`config.mk`:
```
export PLATFORM = sky130hd
export DESIGN_NAME = low_power_wakeup_qualifier
export DESIGN_NICKNAME = d
export VERILOG_FILES = /design/src/include/wakeup_pkg.sv /design/src/core/wakeup_source_filter.sv /design/src/core/low_power_wakeup_qualifier.sv
export VERILOG_INCLUDE_DIRS = /design/src /design/src/include
export SDC_FILE = /design/constraint.sdc
export NUM_CORES = 1
export LEC_CHECK = 0
export BUFFER_PORTS_ARGS = -buffer_cell sky130_fd_sc_hd__clkbuf_2
export CORE_UTILIZATION = 30
export CTS_BUF_LIST = sky130_fd_sc_hd__clkbuf_8
export DETAILED_ROUTE_END_ITERATION = 8
export PLACE_DENSITY_LB_ADDON = 0.25
export SLEW_MARGIN = 20
export SYNTH_ARGS = -nofsm -noshare
export SYNTH_HDL_FRONTEND = slang
export SYNTH_SLANG_ARGS = --single-unit
export TNS_END_PERCENT = 5
```
`constraint.sdc`:
```
create_clock -name clk_sys -period 3 [get_ports clk_sys]
set_input_delay 0.75 -clock clk_sys [delete_from_list [all_inputs] [get_ports clk_sys]]
set_output_delay 0.75 -clock clk_sys [all_outputs]
set_load 0.005 [all_outputs]
```
`src/include/wakeup_regs.svh`:
```
// constants for the low-power wake-up qualifier
`ifndef WAKEUP_REGS_SVH
`define WAKEUP_REGS_SVH
`define N_EXT_PIN    8
`define N_TIMER      10
`define N_CAPTURE    14
`define N_SERIAL     3
`define N_CONVERTER  4
`define EXIT_CYCLES  4'h2
`define MASK_RST     1'b0
`endif

```
`src/include/wakeup_pkg.sv`:
```
// types for the low-power wake-up qualifier
package wakeup_pkg;
	typedef enum logic [1:0] {
		mode_idle,
		mode_sleep,
		mode_stop
	} lp_mode_e;

	typedef struct packed {
		logic [7:0]  ext_pin_irq;
		logic        rtc_irq;
		logic [9:0]  timer_irq;
		logic [13:0] capture_irq;
		logic [2:0]  serial_rx_irq;
		logic [2:0]  serial_tx_irq;
		logic [2:0]  serial_bus_irq;
		logic [3:0]  converter_irq;
	} irq_src_s;

	typedef struct packed {
		logic watchdog_nmi;
		logic nmi_pin;
	} nmi_src_s;

	typedef enum logic [1:0] {
		cause_none,
		cause_irq,
		cause_nmi
	} cause_e;
endpackage

```
`src/core/wakeup_source_filter.sv`:
```
// mode qualification of release sources
module wakeup_source_filter
	import wakeup_pkg::*;
(
	input  wire wakeup_pkg::lp_mode_e mode,
	input  wire wakeup_pkg::irq_src_s irq,
	input  wire logic [45:0]          irq_enable,
	input  wire wakeup_pkg::nmi_src_s nmi,
	output logic                      irq_wake,
	output logic                      nmi_wake
);
	irq_src_s q;

	// ------------------------------------------------
	// per-source mode qualification
	// ------------------------------------------------
	always_comb begin
		q = irq & irq_src_s'(irq_enable);
		if (mode == mode_stop) begin
			q.rtc_irq = 1'b0;
		end
		if (mode != mode_idle) begin
			q.timer_irq      = '0;
			q.capture_irq    = '0;
			q.serial_rx_irq  = '0;
			q.serial_tx_irq  = '0;
			q.serial_bus_irq = '0;
			q.converter_irq  = '0;
		end
		irq_wake = |q;
		nmi_wake = nmi.nmi_pin | (nmi.watchdog_nmi && mode == mode_idle);
	end
endmodule

```
`src/core/low_power_wakeup_qualifier.sv`:
```
// low-power mode entry, wake-up and exit sequencing
`include "wakeup_regs.svh"
module low_power_wakeup_qualifier (
	input  wire logic                     clk_sys,
	input  wire logic                     nrst,
	input  wire logic                     enter_req,
	input  wire wakeup_pkg::lp_mode_e     mode_sel,
	input  wire wakeup_pkg::irq_src_s     irq,
	input  wire logic [45:0]              irq_enable,
	input  wire wakeup_pkg::nmi_src_s     nmi,
	input  wire logic                     mask_wr,
	input  wire logic                     mask_wdata,
	input  wire logic                     privileged,
	input  wire logic                     fault,
	input  wire logic                     handling_ack,
	output logic                          low_power,
	output wakeup_pkg::lp_mode_e          mode,
	output logic                          wake_req,
	output logic                          handle_irq,
	output logic                          handle_nmi,
	output logic                          hard_fault,
	output logic                          global_irq_mask
);
	import wakeup_pkg::*;

	typedef enum logic [1:0] {
		st_normal,
		st_low_power,
		st_exit,
		st_handle
	} seq_e;

	seq_e        state;
	cause_e      cause;
	logic [3:0]  exit_cnt;
	logic        irq_wake;
	logic        nmi_wake;
	logic        irq_ok;

	// ------------------------------------------------
	// source qualification
	// ------------------------------------------------
	wakeup_source_filter u_filter (
		.mode       (mode),
		.irq        (irq),
		.irq_enable (irq_enable),
		.nmi        (nmi),
		.irq_wake   (irq_wake),
		.nmi_wake   (nmi_wake)
	);

	assign irq_ok = irq_wake & ~global_irq_mask;

	// ------------------------------------------------
	// global interrupt mask
	// ------------------------------------------------
	always_ff @(posedge clk_sys) begin
		if (!nrst) begin
			global_irq_mask <= `MASK_RST;
		end else if (mask_wr && privileged) begin
			global_irq_mask <= mask_wdata;
		end
	end

	always_ff @(posedge clk_sys) begin
		if (!nrst) begin
			hard_fault <= 1'b0;
		end else begin
			hard_fault <= fault & global_irq_mask;
		end
	end

	// ------------------------------------------------
	// mode sequencer
	// ------------------------------------------------
	// reset returns to normal
	always_ff @(posedge clk_sys) begin
		if (!nrst) begin
			state    <= st_normal;
			mode     <= mode_idle;
			cause    <= cause_none;
			exit_cnt <= 4'h0;
		end else begin
			case (state)
				st_normal: begin
					if (enter_req) begin
						state <= st_low_power;
						mode  <= mode_sel;
					end
				end
				st_low_power: begin
					if (nmi_wake) begin
						state    <= st_exit;
						cause    <= cause_nmi;
						exit_cnt <= `EXIT_CYCLES;
					end else if (irq_ok) begin
						state    <= st_exit;
						cause    <= cause_irq;
						exit_cnt <= `EXIT_CYCLES;
					end
				end
				st_exit: begin
					if (exit_cnt == 4'h1) begin
						state <= st_handle;
					end
					exit_cnt <= exit_cnt - 4'h1;
				end
				st_handle: begin
					if (handling_ack) begin
						state <= st_normal;
						cause <= cause_none;
					end
				end
				default: begin
					state <= st_normal;
				end
			endcase
		end
	end

	// ------------------------------------------------
	// registered outputs
	// ------------------------------------------------
	always_ff @(posedge clk_sys) begin
		if (!nrst) begin
			low_power <= 1'b0;
			wake_req  <= 1'b0;
		end else begin
			low_power <= (state == st_low_power && !nmi_wake && !irq_ok)
				|| (state == st_normal && enter_req);
			wake_req  <= state == st_low_power && (nmi_wake || irq_ok);
		end
	end

	always_ff @(posedge clk_sys) begin
		if (!nrst) begin
			handle_irq <= 1'b0;
			handle_nmi <= 1'b0;
		end else begin
			handle_irq <= state == st_exit && exit_cnt == 4'h1
				&& cause == cause_irq;
			handle_nmi <= state == st_exit && exit_cnt == 4'h1
				&& cause == cause_nmi;
		end
	end
endmodule

```
==> qor.txt, run 1 <==
CTS root buffer = clkbuf_8
Status = completed
DP Area = 1710 um2
Post-CTS Setup Inserts = 0
Peak Freq = 498 MHz
Mapped Cells = 129
Drt wl/cell = 12.4 um
Sequential area share after synthesis = 28.5%
Post-CTS resize count = 0
Multi-input logic area = 747 um2
Synth warn = 0
Routability Congestion = 0.815
Max-slew violation count = 0
First-pass GRT wire length = 6070 um
Fin crit share = 66.9%
Syn avg cell area = 8.70 um2
TritonCTS Buffers = 3
Gr ovfl total = 0
CTS max path bufs = 2
Area Overhead vs Synth = 57.6%
Worst EP required = 3.19 ns
Clk slew on worst S/H paths = 0.06 ns
Clock Latency Late Sink = 0.25 ns
Commonest non-fill, non-tap cell in the layout = clkbuf_2
Unrepaired setup endpoints after global routing = false
Residual DRC = 0
Combinational power share = 43.4%
H-tree depth = 1
1st-pass router iterations = 4
Worst R2R Setup Slack = 1.28 ns
Final Cell Area = 1770 um2
Highest-count cells in the layout ignoring fill and taps = clkbuf_2 (111), nand2_1 (19), dfxtp_1 (16)
Cell area power density = 477 nW/um2
IO buf count = 111
Setup Viol. Count Final = 0
Peak supply drop = 0.000224 V
Cell internal pwr = 0.000546 W
Fillers = 367
WHS = 0.445 ns
Initial Utilization = 32.4%
Max-Cap Viols = 0
Path depth of the worst reg2reg path = 6
HP Class = reg -> reg
Crit Path Category = in -> reg
Clock skew = 0.00519 ns
Largest net degree at the start of global routing = 24
# hold bufs at CTS = 0
Register area = 320 um2
Final worst slack = 0.993 ns
Final min period = 2.01 ns
Worst EP arrival = 2.20 ns
Ports = 112
Share of layout cells above drive strength 1 = 51.9%
Max_slew headroom = 72.4%
ANT cells = 0
Die area = 3990 um2
Syn Nets = 240
Switching share of power = 35.3%
HPWL Detailed = 3130 um
Total core area = 3470 um2
Post-synthesis instance area = 1120 um2
Sink Count = 16
Final hold violations = 0
Drt via density = 4.94
Synthesized flop and latch total = 16
Startpoint type of the worst setup path = primary input
Die W = 63.2 um
Initial antenna violation count = 0
Sequential Power Share = 33.8%
Psw = 0.000298 W
Post-Place Setup Slack = 0.733 ns
Routed vias = 1,417
Vias in the first global route = 1,375
WHS Path Cells = 1
Initial DRC Count = 43
GRT Overall Usage = 19.2%
Nets = 353
Endpoint type of the worst setup path = register
Final setup TNS = 0 ns
Slew @ Worst Pin = 0.414 ns
Die H = 63.2 um
CTS tree = built
Final wirelength = 3570 um
Antenna-violating nets left = 0
Power share of the clock group = 22.8%
Row count = 21
Crit Path Max Fanout = 9
Leak = 0.912 nW
Synth unique cells = 42
-- sequential cells by signal, summed over array words and instances (netlist names) --
| name | count |
|---|---|
| mode | 2 |
| global_irq_mask | 1 |
| handle_nmi | 1 |
| wake_req | 1 |
| cause | 2 |
| hard_fault | 1 |
| exit_cnt | 4 |
| handle_irq | 1 |
| low_power | 1 |
| state | 2 |
-- critical path, stage by stage --
cell and delay (ns):
clkbuf_2 0.08, a22o_1 0.21, a221oi_1 0.26, and4_1 0.29, a31oi_4 0.15, or3_1 0.38
nand3_1 0.08
-- cell type report --
cell class | instances | share of cell area, %
tap | 46 | 3.25
timing repair buffer | 111 | 31.4
inverter | 9 | 1.91
multi-input combinational | 101 | 42.2
sequential | 16 | 18.1
clock buffer | 4 | 3.11
-- cell families (layout without fill, tap and decap cells) --
family                   count (synthesis)  after routing  synth area share, %
multiplexers                             5              5                 4.57
buffers and inverters                   12            124                 4.90
adder cells (fa/ha/maj)                  7              7                 7.80
flip-flops                              16             16                 28.5
AND/OR/NAND/NOR                         48             48                 22.9
AO/OA/AOI/OAI                           41             41                 31.3
-- cells in the mapped netlist, drive strengths merged --
library cell | count | area share, %
and2b | 1 | 0.78
a221oi | 5 | 4.5
o221ai | 1 | 0.78
nor2b | 1 | 0.56
o211ai | 2 | 1.8
nand4b | 1 | 0.78
a22oi | 12 | 8.5
nor4 | 1 | 1.9
or3 | 1 | 0.56
ha | 7 | 7.8
nor2 | 4 | 1.3
nor3b | 3 | 2.0
a21boi | 3 | 2.0
and3 | 1 | 0.56
nand4 | 2 | 1.1
a22o | 4 | 3.1
o31ai | 1 | 0.67
nand3 | 7 | 3.1
a31oi | 2 | 2.5
dfxtp | 16 | 29
a222oi | 2 | 1.8
nand2 | 20 | 6.9
a32o | 1 | 0.89
nor3 | 3 | 1.3
o21ai | 5 | 2.9
mux2i | 4 | 3.6
a21oi | 1 | 0.45
clkbuf | 3 | 1.9
inv | 9 | 3.0
mux2 | 1 | 1.0
o2bb2ai | 1 | 0.78
a31o | 1 | 0.78
and2 | 2 | 1.1
and4 | 1 | 0.78
-- final timing paths --
kind	startpoint	to
worst max-delay path	irq[21]	exit_cnt[3]
worst min-delay path	cause[1]	handle_irq
worst max register to register	mode[1]	exit_cnt[3]
worst min register to register	cause[1]	handle_irq
-- stage by stage --
step / power (W) / utilization [%] / cells
final: 0.000844 / 51.0 / 287
after global routing: 0.000918 / 51.0 / 287
after CTS: 0.000853 / 51.0 / 287
after detailed placement: 0.000656 / 49.4 / 283
after global placement: 0.000652 / 49.4 / 283
after floorplan: 0.000522 / - / 129
-- power by group through the flow --
| stage | clock network, W | registers (W) | logic, W |
|---|---|---|---|
| 5_1_grt | 0.000207 | 0.000291 | 0.000419 |
| 4_1_cts | 0.000199 | 0.000285 | 0.000368 |
| 3_5_place_dp | 0 | 0.000290 | 0.000366 |
| 6_report | 0.000192 | 0.000286 | 0.000367 |
| 3_3_place_gp | 0 | 0.000290 | 0.000363 |
| 2_1_floorplan | 0 | 0.000282 | 0.000240 |
-- per-layer routing --
metal / up-vias / GRT usage (%) / share of wire, %
met5: - / 0 / 0
met4: 0 / 6.69 / 1.7
met3: 8 / 5.80 / 7.8
met2: 61 / 32.1 / 48
met1: 630 / 23.1 / 43
li1: 718 / - / -
No activity file was read; power rests on OpenSTA's default activity.
==> run 2, diff against run 1 <==
==> constraint.sdc (replaced) <==
create_clock -name clk_sys -period 1.61 [get_ports clk_sys]
set_input_delay 0.4025 -clock clk_sys [delete_from_list [all_inputs] [get_ports clk_sys]]
set_output_delay 0.4025 -clock clk_sys [all_outputs]
set_load 0.005 [all_outputs]
==> run 2 against run 1 <==
Against the previous run: the flow now finishes with violations (setup timing); clock-buffer cell count did not move; sequential power is 86% higher; first-iteration DRC count up 33%; non-clock buffer count rose by 8; final cell count grew 3.1%; total power grew 97%; die area unchanged; critical path depth unchanged; routed wire length increased by 1.9%; clock skew decreased by 0.0038 ns; sequential share of layout area fell by 0.89 points; clock power rose by 88%; largest cell class unchanged.
==> qor.txt, run 2 (synthesized netlist as in run 1, its figures left out) <==
Max-Cap Viols = 0 (unchanged)
Top reg by flops = exit_cnt
HP Class = in -> reg
Worst EP required = 1.79 ns (-1.40 ns)
Final Cell Area = 1880 um2 (+6.0%)
Total core area = 3470 um2 (unchanged)
Drt wl/cell = 12.3 um (-1.2%)
CTS max path bufs = 2 (unchanged)
Sequential Power Share = 32.1% (-1.7 points)
Pwr Total = 0.00166 W (+97%)
Initial DRC Count = 57 (+33%)
Gr ovfl total = 0 (unchanged)
Leak = 0.959 nW (+5.1%)
DP Area = 1770 um2 (+3.1%)
Max-slew violation count = 0 (unchanged)
Clock skew = 0.00136 ns (-0.00382 ns)
Max reg flops = 4 (unchanged)
Die W = 63.2 um (unchanged)
WHS = 0.380 ns (-0.0653 ns)
Register area = 323 um2 (+0.78%)
Setup Viol. Count Final = 4 (+4)
Initial Utilization = 32.4% (unchanged)
CTS tree = built
Area Overhead vs Synth = 67.1%
CTS root buffer = clkbuf_8
Psw = 0.000591 W (+98%)
Drt via density = 4.79 (-2.9%)
Max_slew headroom = 67.1% (-5.3 points)
Final worst slack = -0.0219 ns (-1.02 ns)
First-pass GRT wire length = 6450 um (+6.2%)
Failing checks = setup timing
Commonest non-fill, non-tap cell in the layout = clkbuf_2
Vias in the first global route = 1,515 (+10%)
Die area = 3990 um2 (unchanged)
Peak Freq = 613 MHz
Slew @ Worst Pin = 0.494 ns (+0.0802 ns)
GRT Overall Usage = 19.9% (+0.69 points)
Final wirelength = 3640 um (+1.9%)
Worst EP arrival = 1.81 ns (-0.39 ns)
Residual DRC = 0 (unchanged)
Routed vias = 1,419 (+0.14%)
Buf/Inv on CP = 1 (unchanged)
CP cell instances = clkbuf_2, a22oi_1, nand4_1, nor4_4, a31oi_4, o21ai_2, mux2i_1
Fillers = 347 (-5.4%)
Clk slew on worst S/H paths = 0.07 ns (about the same)
Post-Place Setup Slack = -0.285 ns (-1.02 ns)
Startpoint type of the worst setup path = primary input
HPWL Detailed = 3120 um (-0.24%)
Crit Path Max Fanout = 5 (-4)
Fin crit share = 101%
Endpoint type of the worst setup path = register
Ports = 112 (unchanged)
TritonCTS Buffers = 3 (unchanged)
Status = finished with violations
H-tree depth = 1 (unchanged)
Routability Congestion = 0.776 (-4.7%)
Die H = 63.2 um (unchanged)
Slowest-stage cell, CP = nor4_4
ANT cells = 0 (unchanged)
Highest-count cells in the layout ignoring fill and taps = clkbuf_2 (111), nand2_1 (18), dfxtp_1 (14)
Crit Path Category = in -> reg
Sink Count = 16 (unchanged)
Peak supply drop = 0.000384 V (+72%)
Clock Latency Late Sink = 0.25 ns (about the same)
Unrepaired setup endpoints after global routing = true
CP max stage delay = 0.32 ns (-0.06 ns)
Share of layout cells above drive strength 1 = 56.4% (+4.5 points)
IO buf count = 111 (unchanged)
Cell internal pwr = 0.00107 W (+96%)
Antenna-violating nets left = 0 (unchanged)
Power share of the clock group = 21.7% (-1.1 points)
Initial antenna violation count = 0 (unchanged)
Path depth of the worst reg2reg path = 6 (unchanged)
WP depth = 7 (unchanged)
Switching share of power = 35.6% (+0.26 points)
Nets = 362 (+2.5%)
Cell area power density = 886 nW/um2 (+86%)
Multi-input logic area = 791 um2 (+5.9%)
Row count = 21 (unchanged)
Combinational power share = 46.2% (+2.8 points)
1st-pass router iterations = 6 (+2)
CP delay by family, top = compound AO/OA/AOI/OAI gates
Final setup TNS = -0.0427 ns (-0.0427 ns)
Final min period = 1.63 ns
Final hold violations = 0 (unchanged)
WHS Path Cells = 2 (+1)
Largest net degree at the start of global routing = 15 (-38%)
[run 2: final timing paths]
| kind | from | endpoint | slack [ns] |
|---|---|---|---|
| min reg2reg | cause[0] | handle_nmi | 0.45 |
| max | irq[9] | exit_cnt[0] | -0.02 |
| max reg2reg | mode[1] | exit_cnt[0] | 0.01 |
| min | fault | hard_fault | 0.38 |
[run 2: final cells by class]
class	count	share of cell area, %
flip-flops and latches	16	17.2
repair buffers	119	32.8
multi-input cells	102	42.2
well taps	46	3.07
clock buffers	4	2.94
inverters	9	1.80
[run 2: power by group through the flow]
stage | logic [W] | registers (W) | clock network (W)
6_report | 0.000767 | 0.000533 | 0.000360
5_1_grt | 0.000866 | 0.000543 | 0.000381
4_1_cts | 0.000771 | 0.000532 | 0.000366
3_5_place_dp | 0.000729 | 0.000534 | 0
3_3_place_gp | 0.000720 | 0.000536 | 0
2_1_floorplan | 0.000447 | 0.000526 | 0
[run 2: what timing repair did]
action	4_1_cts	5_1_grt
buffers inserted	1	0
gates cloned	1	0
setup endpoints to repair	7	10
hold buffers	0	0
gates resized for setup	10	1
pin swaps	9	3
[run 2: metrics by stage]
step | cells | utilization [%]
global placement | 290 | 50.9
CTS | 296 | 54.1
detailed placement | 290 | 50.9
floorplan | 129 | -
global route | 296 | 54.1
finish | 296 | 54.1
[run 2: layer usage]
layer | vias up | global-route usage, % | share of wire (%)
met1 | 611 | 23.8 | 46
met5 | - | 0 | 0
li1 | 738 | - | -
met3 | 4 | 7.43 | 8.7
met2 | 66 | 32.9 | 45
met4 | 0 | 5.52 | 0.63
